==> config.mk <==
export PLATFORM = sky130hd
export DESIGN_NAME = fpmpp_port
export DESIGN_NICKNAME = d
export VERILOG_FILES = /design/src/hw/fpmpp_pkg.sv /design/src/hw/fpmpp_edge.sv /design/src/hw/fpmpp_port.sv
export SDC_FILE = /design/constraint.sdc
export NUM_CORES = 1
export LEC_CHECK = 0
export BUFFER_PORTS_ARGS = -buffer_cell sky130_fd_sc_hd__buf_2
export CAP_MARGIN = 20
export CORE_UTILIZATION = 40
export CTS_CLUSTER_DIAMETER = 150
export DETAILED_ROUTE_END_ITERATION = 8
export PLACE_DENSITY = 0.71
export SLEW_MARGIN = 20
export SYNTH_ARGS = -nofsm -noshare
export SYNTH_HDL_FRONTEND = slang
export SYNTH_SLANG_ARGS = --single-unit
==> constraint.sdc <==
create_clock -name ref_clk -period 2.6 [get_ports ref_clk]
set_input_delay 0 -clock ref_clk [delete_from_list [all_inputs] [get_ports ref_clk]]
set_output_delay 0 -clock ref_clk [all_outputs]
set_load 0.01 [all_outputs]
==> src/hw/fpmpp_pkg.sv <==
// shared constants and types for the flash pin-mode and parallel port block
package fpmpp_pkg;
    // ************************************************************
    // pin widths
    // ************************************************************
    localparam int ADDR_PIN_W = 11;
    localparam int DATA_W = 8;
    localparam int NIB_W = 4;
    // ************************************************************
    // reset values
    // ************************************************************
    localparam logic RST_STROBE_HI = 1'b1;
    localparam logic [ADDR_PIN_W-1:0] RST_ADDR = 11'h000;
    localparam logic [DATA_W-1:0] RST_DATA = 8'h00;
    localparam logic [NIB_W-1:0] RST_NIB = 4'h0;
    // ************************************************************
    // types
    // ************************************************************
    typedef enum logic {
        FPMPP_HUB_MODE,
        FPMPP_PARALLEL_MODE
    } fpmpp_mode_t;
    typedef enum logic {
        FPMPP_WR_IDLE,
        FPMPP_WR_ACTIVE
    } fpmpp_wr_st_t;
endpackage : fpmpp_pkg

==> src/hw/fpmpp_edge.sv <==
// edge detector for a pin sampled on the block clock
`timescale 1ns/100ps
`default_nettype none
module fpmpp_edge #(
    parameter logic RST_VAL = 1'b1
) (
    input wire logic ref_clk,
    input wire logic rst_n,
    input wire logic sig,
    output logic rise,
    output logic fall
);
    logic prev_ff;

    // ************************************************************
    // previous level
    // ************************************************************
    always_ff @(posedge ref_clk or negedge rst_n) begin
        if (!rst_n) begin
            prev_ff <= RST_VAL;
        end else begin
            prev_ff <= sig;
        end
    end

    assign rise = sig & ~prev_ff;
    assign fall = ~sig & prev_ff;
endmodule : fpmpp_edge
`default_nettype wire

==> src/hw/fpmpp_port.sv <==
// pin-mode select and parallel programming port of a byte-wide flash
// Function
// parallel mode drives data pins on reads, accepts them on writes.
// write cycle captures data pins byte into an internal latch.
// data outputs float whenever output-drive gate pin is high; here only in parallel mode, hub mode lanes follow hub_nib_tx_en.
// low on second reset acts exactly like low on primary reset; here only in hub mode, and the mode strap is not re-sampled.
// select pin high means parallel mode, low means hub serial mode.
// system fixes select level before reset release and keeps it steady.
// in parallel mode eleven address pins carry low-order address bits.
// address is held internally for the whole write cycle.
// row and column parts share pins and are captured by the strobe.
// strobe level decides row or column meaning of address pins.
// column goes to upper internal address bits, row to lower.
// hub mode uses only the four nibble lines and frame input.
// hub mode ignores parallel-only pins like strobe and upper data.
`timescale 1ns/100ps
`default_nettype none
module fpmpp_port #(
    parameter int ROW_W = fpmpp_pkg::ADDR_PIN_W,
    parameter int COL_W = fpmpp_pkg::ADDR_PIN_W
) (
    input wire logic ref_clk,
    input wire logic reset_n,
    input wire logic init_pin_n,
    input wire logic port_style_select,
    input wire logic [9:0] low_address_pins,
    input wire logic top_mux_address_pin,
    input wire logic row_col_sel,
    input wire logic we_frame_pin,
    input wire logic [fpmpp_pkg::DATA_W-1:0] dq_in,
    output logic [fpmpp_pkg::DATA_W-1:0] dq_out,
    output logic [fpmpp_pkg::DATA_W-1:0] dq_oe,
    output logic int_rst_n,
    output logic parallel_programming_mode,
    output logic [ROW_W+COL_W-1:0] core_rd_addr,
    input wire logic [fpmpp_pkg::DATA_W-1:0] core_rd_data,
    output logic core_wr_valid,
    output logic [ROW_W+COL_W-1:0] core_wr_addr,
    output logic [fpmpp_pkg::DATA_W-1:0] core_wr_data,
    output logic [fpmpp_pkg::NIB_W-1:0] hub_nibble_lines,
    output logic hub_frame_input,
    input wire logic [fpmpp_pkg::NIB_W-1:0] hub_nib_tx,
    input wire logic hub_nib_tx_en
);
    import fpmpp_pkg::*;

    if (ROW_W != ADDR_PIN_W || COL_W > ADDR_PIN_W || COL_W < 1) begin : g_bad_width
        $error("row width must match the pins and column width must fit them");
    end

    // ************************************************************
    // interface mode strap
    // ************************************************************
    fpmpp_mode_t mode_ff;
    fpmpp_mode_t nxt_mode;
    logic strap_done_ff;
    logic par_mode;

    // the strap is caught on the first edge after release, never at reset itself
    assign nxt_mode = port_style_select ? FPMPP_PARALLEL_MODE : FPMPP_HUB_MODE;
    always_ff @(posedge ref_clk or negedge reset_n) begin
        if (!reset_n) begin
            mode_ff <= FPMPP_HUB_MODE;
            strap_done_ff <= 1'b0;
        end else if (!strap_done_ff) begin
            mode_ff <= nxt_mode;
            strap_done_ff <= 1'b1;
        end
    end
    assign par_mode = (mode_ff == FPMPP_PARALLEL_MODE);
    assign parallel_programming_mode = par_mode;

    // ************************************************************
    // reset merge
    // ************************************************************
    // the shared pin is an output gate in parallel mode, so it resets only in hub mode
    assign int_rst_n = reset_n & (par_mode | init_pin_n);

    // ************************************************************
    // row and column capture
    // ************************************************************
    logic [ADDR_PIN_W-1:0] addr_pins;
    logic [ROW_W-1:0] row_ff;
    logic [COL_W-1:0] col_ff;
    logic row_load;
    logic col_load;

    assign addr_pins = {top_mux_address_pin, low_address_pins};
    assign row_load = par_mode & row_col_sel;
    assign col_load = par_mode & ~row_col_sel;
    always_ff @(posedge ref_clk or negedge int_rst_n) begin
        if (!int_rst_n) begin
            row_ff <= RST_ADDR[ROW_W-1:0];
            col_ff <= RST_ADDR[COL_W-1:0];
        end else begin
            if (row_load) begin
                row_ff <= addr_pins[ROW_W-1:0];
            end
            if (col_load) begin
                col_ff <= addr_pins[COL_W-1:0];
            end
        end
    end
    assign core_rd_addr = {col_ff, row_ff};

    // ************************************************************
    // write cycle
    // ************************************************************
    fpmpp_wr_st_t wr_st_ff;
    fpmpp_wr_st_t nxt_wr_st;
    logic we_rise;
    logic we_fall;
    logic [ROW_W+COL_W-1:0] wr_addr_ff;
    logic [DATA_W-1:0] wr_data_ff;
    logic wr_valid_ff;
    logic addr_grab;
    logic data_grab;
    logic wr_done;

    fpmpp_edge #(
        .RST_VAL(RST_STROBE_HI)
    ) u_we_edge (
        .ref_clk(ref_clk),
        .rst_n(int_rst_n),
        .sig(we_frame_pin),
        .rise(we_rise),
        .fall(we_fall)
    );

    assign addr_grab = par_mode & we_fall & (wr_st_ff == FPMPP_WR_IDLE);
    assign data_grab = par_mode & ~we_frame_pin;
    assign wr_done = par_mode & we_rise & (wr_st_ff == FPMPP_WR_ACTIVE);

    always_comb begin
        nxt_wr_st = wr_st_ff;
        case (wr_st_ff)
            FPMPP_WR_IDLE: begin
                if (addr_grab) begin
                    nxt_wr_st = FPMPP_WR_ACTIVE;
                end
            end
            FPMPP_WR_ACTIVE: begin
                if (wr_done || !par_mode) begin
                    nxt_wr_st = FPMPP_WR_IDLE;
                end
            end
            default: begin
                nxt_wr_st = FPMPP_WR_IDLE;
            end
        endcase
    end

    // the row and column registers may move mid-write; the frozen copy is what commits
    always_ff @(posedge ref_clk or negedge int_rst_n) begin
        if (!int_rst_n) begin
            wr_st_ff <= FPMPP_WR_IDLE;
            wr_addr_ff <= '0;
            wr_data_ff <= RST_DATA;
            wr_valid_ff <= 1'b0;
        end else begin
            wr_st_ff <= nxt_wr_st;
            wr_valid_ff <= wr_done;
            if (addr_grab) begin
                wr_addr_ff <= {col_ff, row_ff};
            end
            if (data_grab) begin
                wr_data_ff <= dq_in;
            end
        end
    end
    assign core_wr_valid = wr_valid_ff;
    assign core_wr_addr = wr_addr_ff;
    assign core_wr_data = wr_data_ff;

    // ************************************************************
    // data pins and hub lines
    // ************************************************************
    logic [DATA_W-1:0] dq_out_ff;
    logic [DATA_W-1:0] nxt_dq_out;
    logic [NIB_W-1:0] hub_nib_ff;
    logic hub_frame_ff;
    logic par_read;
    logic [DATA_W-1:0] hub_oe;

    assign par_read = par_mode & ~init_pin_n & we_frame_pin;
    // upper lanes carry nothing in hub mode
    assign nxt_dq_out = par_mode ? core_rd_data : {{(DATA_W-NIB_W){1'b0}}, hub_nib_tx};
    assign hub_oe = {{(DATA_W-NIB_W){1'b0}}, {NIB_W{hub_nib_tx_en}}};
    assign dq_oe = par_mode ? {DATA_W{par_read}} : hub_oe;
    always_ff @(posedge ref_clk or negedge int_rst_n) begin
        if (!int_rst_n) begin
            dq_out_ff <= RST_DATA;
            hub_nib_ff <= RST_NIB;
            hub_frame_ff <= RST_STROBE_HI;
        end else begin
            dq_out_ff <= nxt_dq_out;
            hub_nib_ff <= par_mode ? RST_NIB : dq_in[NIB_W-1:0];
            hub_frame_ff <= par_mode ? RST_STROBE_HI : we_frame_pin;
        end
    end
    assign dq_out = dq_out_ff;
    assign hub_nibble_lines = hub_nib_ff;
    assign hub_frame_input = hub_frame_ff;
endmodule : fpmpp_port
`default_nettype wire
# After elaboration in Yosys (flattened, before gate mapping)
# Index checks and enable logic that the tools add are counted.
[totals]
regBits = 70
latchBits = 0
ram_bits = 0
romBits = 0
in_bits = 38
output_inout_bits = 76
elab_cells = 40
memories = 0
[classes]
add_sub_neg = 0
multipliers = 0
div_mod_pow = 0
order_cmp = 0
eq_ne = 0
n_shift = 0
muxes = 8
bitwise_logic = 18
n_reduce_logical = 2
[ops]
columns = ["operator", "count"]
rows = [
  ["two-way mux 8 bit", 2],
  ["bitwise AND 1 bit", 12],
  ["NOT 1 bit", 5],
  ["two-way mux 1 bit", 4],
  ["two-way mux 4 bit", 1],
  ["one-hot mux 1 bit (2 select lines)", 1],
  ["zero test 1 bit", 1],
  ["logical OR 1 bit", 1],
  ["OR 1 bit", 1],
]

# Depth between registers and ports, before layout
# Gate-level depths: netlist of run 1.
[logic_depth]
ltp_word = 7
mapped_depth = 6
depth_no_buf = 3

# Hierarchy
# A second synthesis of run 1 with hierarchy kept.
[unflattened]
hier_cells = 163
area_unflattened_um2 = 2635.0
[by_module_without_submodules]
columns = ["mod", "n_inst", "cells_per_inst", "area_each_um2", "seq_area_each_um2"]
rows = [
  ["fpmpp_port", 1, 160, 2593.7, 1727.9],
  ["fpmpp_edge", 1, 3, 41.3, 26.3],
]

# Least setup slack after synthesis of run 1
# No wires, ideal clock.
[synth_path]
kind = "register to output"
startpoint = "reg mode_ff (netlist: parallel_programming_mode)"
endpoint = "out int_rst_n"
t_arrival_ns = 2.609
t_required_ns = 2.600
setup_slack_ns = -0.009
path_stages_with_launch = 4
n_path_buf = 2
cell_sequence = "dfrtp_1 buf_2 clkbuf_1 o21a_1"
[synth_via]
elab_chain_cells = 2
[synth_lines]
columns = ["element", "line", "text"]
rows = [
  ["from (decl)", "fpmpp_port.sv:54", "fpmpp_mode_t mode_ff;"],
  ["from (signal assigned)", "fpmpp_port.sv:66", "mode_ff <= nxt_mode;"],
  ["OR 1 bit", "fpmpp_port.sv:77", "assign int_rst_n = reset_n & (par_mode | init_pin_n);"],
  ["bitwise AND 1 bit", "fpmpp_port.sv:77", ""],
  ["to (decl)", "fpmpp_port.sv:33", "output logic int_rst_n,"],
]
# No other way between the ends.

# Final worst setup path of run 1
[layout_path]
startpoint = "reg mode_ff (netlist: parallel_programming_mode)"
endpoint = "reg wr_addr_ff[21] (netlist: core_wr_addr[21])"
[layout_via]
elab_chain_cells = 2
[layout_lines]
columns = ["element", "line", "text"]
rows = [
  ["bitwise AND 1 bit (2 in a row)", "fpmpp_port.sv:130", "assign addr_grab = par_mode & we_fall & (wr_st_ff == FPMPP_WR_IDLE);"],
  ["to (signal assigned)", "fpmpp_port.sv:164", "wr_addr_ff <= {col_ff, row_ff};"],
  ["to (decl)", "fpmpp_port.sv:113", "logic [ROW_W+COL_W-1:0] wr_addr_ff;"],
]
# No other way between the ends.
# A chain may end at the register's enable or synchronous reset.

==> results of run 1 <==
-- routing by layer --
layer  track usage  part of all wire  wire length (um)  up-vias
met1        0.2232              0.43              2531      875
li1              -                 -                 -      854
met2        0.2966              0.47              2776       87
met5             0                 0                 0        -
met3       0.05801             0.083               487       10
met4       0.08320             0.018               107        0
-- through the flow --
| step | total power [mW] | hold slack [ns] | setup slack, ns | utilization |
|---|---|---|---|---|
| floorplan | 1.989 | -0.2956 | 0.5929 | - |
| global placement | 2.329 | -0.1972 | 0.9314 | 0.5145 |
| detailed placement | 2.355 | -0.1966 | 0.9233 | 0.5145 |
| CTS | 3.222 | 0.2166 | 0.9235 | 0.5992 |
| global route | 3.364 | 0.2494 | 0.8032 | 0.5992 |
| finish | 3.184 | 0.2270 | 0.9598 | 0.5992 |
-- worst max-delay path, stage by stage, from the launching register on --
cell     delay, ns
dfrtp_1       0.33
nor2b_1       0.12
buf_4         0.18
and3b_1       0.16
buf_4         0.36
mux2_1        0.36
-- power by group through the flow --
stage          logic (mW)  clock network (mW)  registers [mW]
6_report            0.887               0.810            1.49
4_1_cts             0.896               0.839            1.49
5_1_grt             0.960               0.885            1.52
2_1_floorplan       0.380                   0            1.61
3_5_place_dp        0.851                   0            1.50
3_3_place_gp        0.833                   0            1.50
-- flip-flops by register name, indices dropped and copies added (netlist names) --
signal                     flops
u_we_edge.prev_ff              1
strap_done_ff                  1
dq_out                         8
core_wr_addr                  22
col_ff                        11
parallel_programming_mode      1
core_wr_valid                  1
wr_st_ff                       1
hub_frame_input                1
row_ff                        11
core_wr_data                   8
hub_nibble_lines               4
-- cell usage after synthesis --
| master | number |
|---|---|
| dfrtp_1 | 68 |
| mux2_2 | 34 |
| mux2_4 | 20 |
| buf_4 | 6 |
| nor2b_1 | 6 |
| and2_1 | 5 |
| buf_6 | 4 |
| buf_2 | 3 |
| mux2_1 | 3 |
| dfstp_2 | 2 |
| inv_1 | 2 |
| nand2_1 | 2 |
| and3b_1 | 1 |
| clkbuf_1 | 1 |
| conb_1 | 1 |
| maj3_1 | 1 |
| nor2_1 | 1 |
| nor3b_1 | 1 |
| o21a_1 | 1 |
| o22ai_1 | 1 |
| or2_2 | 1 |
-- final cells by class --
| cell class | instances | area (sq um) |
|---|---|---|
| multi-input cells | 78 | 854.6 |
| repair buffers | 155 | 970.9 |
| clock buffers | 15 | 186.4 |
| fillers | 521 | 2589 |
| flip-flops and latches | 70 | 1754 |
| inverters | 2 | 7.507 |
| well taps | 77 | 96.34 |
-- how the worst min path moves through the flow --
stage / startpoint / endpoint / depth (start not counted)
global route: row_col_sel / col_ff[10] / 4
CTS: row_col_sel / col_ff[10] / 4
finish: row_col_sel / col_ff[10] / 4
detailed placement: reset_n / strap_done_ff / 1
floorplan: reset_n / parallel_programming_mode / 0
global placement: reset_n / strap_done_ff / 1
-- kinds of logic after synthesis --
kind of cell | Yosys count
adders and majority gates | 1
AOI/OAI and AO/OA | 2
and+or+nand+nor | 17
muxes | 57
buffers and inverters | 16
other | 1
DFF | 70
-- timing repair --
item,in CTS,in global routing
endpoints found under the hold margin,74,0
setup buffers,0,0
hold buffers,36,0
==> flow_metrics.tcl, run 1 <==
set metrics [dict create \
    status "finished with violations" \
    violations "design-rule violations" \
    endpoint "core_wr_addr[21]" \
    die-area_sq_mm 0.007128 \
    cts.clk_slew.worst_paths_ns 0.07 \
    vias 1826 \
    fin_setup_tns_ns 0 \
    synth-seq-cells 70 \
    clk_latency_ns 0.33 \
    synth-adder-area-share 0.003683 \
    r2r-start "parallel_programming_mode" \
    start_kind "flip-flop" \
    max_cap_violations 0 \
    postPlaceCellArea_sq_mm 0.003323 \
    synth_area_leaders "dfrtp_1 63%, mux2_2 14%, mux2_4 11%, dfstp_2 1.9%, buf_4 1.7%" \
    dp_hpwl_mm 3.812 \
    hp-class "in -> reg" \
    drt-initial-drc-count 33 \
    place_inst 346 \
    cts_tree "built" \
    post_cts_resize_count 0 \
    p_clk_frac 0.254 \
    grt_start_max_net_pins 33 \
    p_int_mw 2.292 \
    yosys_warnings 0 \
    grt_pass1_vias 1977 \
    yosys.area_share.simple 0.03775 \
    finalClockSkew_ns 0.005408 \
    port_buffers 113 \
    yosysTopAreaCell "dfrtp_1" \
    layout-drive-gt1-share 0.5938 \
    synth_top_family_by_area "multiplexers" \
    clock_sinks 70 \
    routedWlPerCell_um 14.87 \
    synthDistinctLibCells 21 \
    period_needed_ns 1.640 \
    reg2reg_to "core_wr_addr[21]" \
    relSlewSlack 0.5998 \
    synthCells 164 \
    grt_antenna_before_repair 0 \
    ys_seq_area_frac 0.6455 \
    postRouteAntennaNets 0 \
    die_x_um 84.43 \
    grtUsageTotal 0.1822 \
    start_util 0.4208 \
    root_buffer "clkbuf_8" \
    synthMuxAreaShare 0.2638 \
    layout_common_cells "113 x buf_2, 68 x dfrtp_1, 36 x dlygate4sd3_1, 34 x mux2_2, 20 x mux2_4" \
    place_congestion 0.6905 \
    worst_ir_drop_vdd_mv 0.4140 \
    leakagePower_nw 1.944 \
    cp.arrival_ns 1.86 \
    yosysTopAreaCellShare 0.6262 \
    required_ns 2.82 \
    nNetsFinal 354 \
    cp-end-kind "flip-flop" \
    routed_via_density 4.599 \
    htree_num_levels 3 \
    fin_crit_sh 0.6308 \
    setup_viol 0 \
    synth_area_per_cell_sq_um 16.57 \
    startpoint "parallel_programming_mode" \
    drv_slew 0 \
    crit_path_max_fanout 22 \
    grt_pass1_wl_mm 9.798 \
    syn_to_final_growth_pct 42.40 \
    totalWireLength_mm 5.903 \
    fp-row-count 29 \
    layout.cells.most_common "buf_2" \
    cts.path.max_buffers 2 \
    die_height_um 84.43 \
    fp.coreArea_sq_mm 0.006459 \
    fmax_mhz 609.7 \
    comb_power_share 0.279 \
    dr.pass1.iters 6 \
    drcViolationCount 8 \
    power_switching_share 0.2804 \
    synth_xor_area_frac 0 \
    rsz0062_at_grt "false" \
    rrSetupSlack_ns 0.96 \
    synth-compound-area-share 0.005064 \
    p_switching_uw 892.9 \
    ios 114 \
    power_density_mw_per_mm2 822.8 \
    postLayoutCellArea_sq_mm 0.003870 \
    p_seq_frac 0.467 \
    antenna_cells 0 \
    grt_remaining_overflow 0 \
    layout.cells.non_filler 397 \
    tightest_slew_ns 0.5988 \
    syn_area_sq_mm 0.002718 \
    synth_nets 202 \
    hold_viol 0 \
    r2r_cells 5 \
    path_class "reg -> reg" \
    numCtsBuffers 9 \
]
Power figures use the tool's default switching activity.
==> run 2: changes to the inputs <==
--- a/config.mk
+++ b/config.mk
@@ -5,6 +5,7 @@
 export SDC_FILE = /design/constraint.sdc
 export NUM_CORES = 1
 export LEC_CHECK = 0
+export ABC_AREA = 1
 export BUFFER_PORTS_ARGS = -buffer_cell sky130_fd_sc_hd__buf_2
 export CAP_MARGIN = 20
 export CORE_UTILIZATION = 40
==> constraint.sdc (replaced) <==
create_clock -name ref_clk -period 1.5 [get_ports ref_clk]
set_input_delay 0 -clock ref_clk [delete_from_list [all_inputs] [get_ports ref_clk]]
set_output_delay 0 -clock ref_clk [all_outputs]
set_load 0.01 [all_outputs]
==> run 2 against run 1 <==
  * The flow still finishes with violations (design-rule violations)
  * Clock skew is 0.0016 ns higher
  * Maximum frequency rose by 15%
  * Sequential power is 62% higher
  * Highest routed layer unchanged
  * Flip-flop and latch count is the same
  * Die area hardly changed
  * Critical endpoint is now dq_out[1]
  * Combinational power is 29% higher
  * Worst hold slack worse by 0.044 ns
  * Setup slack got worse by 0.89 ns
  * Synthesized cell count is 75% higher
  * Clock power rose by 120%
  * Non-clock buffer count increased by 4
  * Critical path depth fell by 1
==> flow_metrics.tcl, run 2 <==
set metrics [dict create \
    status "finished with violations" \
    violations "design-rule violations" \
    dp_slack_ns 0.1534 \
    largest_reg_flops 22 \
    leakagePower_nw 2.246 \
    worst_ir_drop_vdd_mv 0.6713 \
    path_class "reg -> reg" \
    antenna_cells 0 \
    period_needed_ns 1.432 \
    synth-seq-cells 70 \
    finalClockSkew_ns 0.007001 \
    grtUsageTotal 0.2025 \
    grt_pass1_vias 2315 \
    grt_pass1_wl_mm 11.13 \
    postPlaceCellArea_sq_mm 0.003328 \
    grt_antenna_before_repair 0 \
    post-route-util 0.6081 \
    setup_viol 0 \
    nNetsFinal 474 \
    place_inst 466 \
    routed_via_density 4.584 \
    drcViolationCount 8 \
    yosys_warnings 0 \
    die_height_um 84.45 \
    yosysTopAreaCell "dfrtp_1" \
    synth_area_leaders "dfrtp_1 63%, nand2_1 14%, o21ai_0 5.5%, nand3_1 4.2%, inv_1 3.2%" \
    layout.cells.most_common "buf_2" \
    use_met1 0.2648 \
    crit_path_max_fanout 18 \
    hp-class "in -> reg" \
    fp.coreArea_sq_mm 0.006459 \
    synthCells 287 \
    routedWlPerCell_um 12.73 \
    layout_common_cells "113 x buf_2, 104 x nand2_1, 68 x dfrtp_1, 36 x dlygate4sd3_1, 30 x o21ai_0" \
    syn_to_final_growth_pct 44.45 \
    r2r_cells 4 \
    num-fill-cells 572 \
    cts.clk_slew.worst_paths_ns 0.07 \
    numCtsBuffers 9 \
    clk_latency_ns 0.33 \
    max_cap_violations 0 \
    synth_most_common_cell "nand2_1" \
    rsz0062_at_grt "false" \
    drt-initial-drc-count 119 \
    synth_nets 325 \
    fmax_mhz 698.5 \
    whs_path_depth 5 \
    synthDistinctLibCells 20 \
    postRouteAntennaNets 0 \
    cp-end-kind "flip-flop" \
    total_power_mw 5.315 \
    layout-drive-gt1-share 0.3318 \
    die_x_um 84.45 \
    synth_top_flop_cell "dfrtp_1" \
    async_reset_ff_frac 1.000 \
    layout.cells.non_filler 517 \
    fin_setup_tns_ns 0 \
    totalWireLength_mm 6.583 \
    postLayoutCellArea_sq_mm 0.003928 \
    ys_seq_area_frac 0.6452 \
    fp-row-count 29 \
    power_density_mw_per_mm2 1353 \
    busiest_layer "met2" \
    clock_sinks 70 \
    dr.pass1.iters 7 \
    root_buffer "clkbuf_8" \
    synth_area_per_cell_sq_um 9.473 \
    whs_ns 0.1832 \
    dp_hpwl_mm 4.506 \
    htree_num_levels 3 \
    place_congestion 0.7504 \
    ios 114 \
    synthTopCellsByCount "104 x nand2_1, 68 x dfrtp_1, 30 x o21ai_0, 23 x inv_1, 23 x nand3_1" \
    die-area_sq_mm 0.007131 \
    port_buffers 113 \
    use_met2 0.3301 \
    start_util 0.4210 \
    cts.path.max_buffers 2 \
    drv_slew 0 \
    grt_remaining_overflow 0 \
    fin_crit_sh 0.9545 \
    setup_slack_ns 0.06827 \
    required_ns 1.71 \
    vias 2370 \
    cp.arrival_ns 1.64 \
    yosysTopAreaCellShare 0.6259 \
    cts_tree "built" \
    synth_edf_count 0 \
    start_kind "flip-flop" \
    syn_area_sq_mm 0.002719 \
    use_met3 0.04818 \
    hold_viol 0 \
    grt_start_max_net_pins 29 \
]
[run 2: changes by cell type after synthesis, moves of 3 or more]
cell	before	now
nand2_1	2	104
and2_1	5	0
o21ai_0	0	30
inv_1	2	23
buf_2	3	9
nor2b_1	6	0
mux2_4	20	0
mux2_1	3	0
mux2_2	34	0
nand3_1	0	23
nor2_1	1	6
[run 2: cells by family (layout without fill, tap and decap cells)]
logic type	count (synthesis)	count (layout)	synth area share
simple gates	137	137	0.2066
flops	70	70	0.6452
buf+inv	46	199	0.08514
compound gates	33	33	0.06166
other cells	1	1	0.001379
[run 2: power breakdown]
group          switching [mW]  leakage, nW  internal [mW]
sequential              0.200        0.882           2.21
combinational           0.645         1.25          0.492
clock                   0.677        0.115           1.10
total                    1.52         2.25           3.79
[run 2: layout make-up]
type,count,area (sq um),share of cell area
clock buffer,9,123.9,0.03154
clock inverter,6,111.4,0.02835
inverter,25,96.34,0.02453
multi-input combinational,171,740.7,0.1886
sequential,70,1754,0.4466
tap,77,96.34,0.02453
timing repair buffer,159,1005,0.2558
[run 2: timing repair]
action,CTS,global route
buffers inserted,0,0
gates resized for setup,0,1
hold endpoints to repair,112,0
setup endpoints to repair,0,2
hold buffers,36,0
[run 2: worst paths after layout]
check                      slack, ns                         to                      start
setup / recovery                0.07                  dq_out[1]  parallel_programming_mode
hold / removal                  0.18                  row_ff[1]                row_col_sel
setup reg to reg                0.07                  dq_out[1]  parallel_programming_mode
hold reg to reg                 0.45  parallel_programming_mode              strap_done_ff
max in group asynchronous       0.46                  col_ff[3]  parallel_programming_mode
min in group asynchronous       0.33                  col_ff[0]                 init_pin_n
[run 2: metal layers]
layer / up-vias / share of wire / wire length, um
li1: 1179 / - / -
met5: - / 0 / 0
met3: 2 / 0.048 / 313
met1: 1109 / 0.43 / 2804
met4: 0 / 0.0043 / 28
met2: 80 / 0.52 / 3437
[run 2: worst max-delay path, stage by stage, from the launching register on]
cell and delay, ns:
dfrtp_1 0.42, buf_4 0.22, nand2_1 0.08, nand2_1 0.05, dlygate4sd3_1 0.55
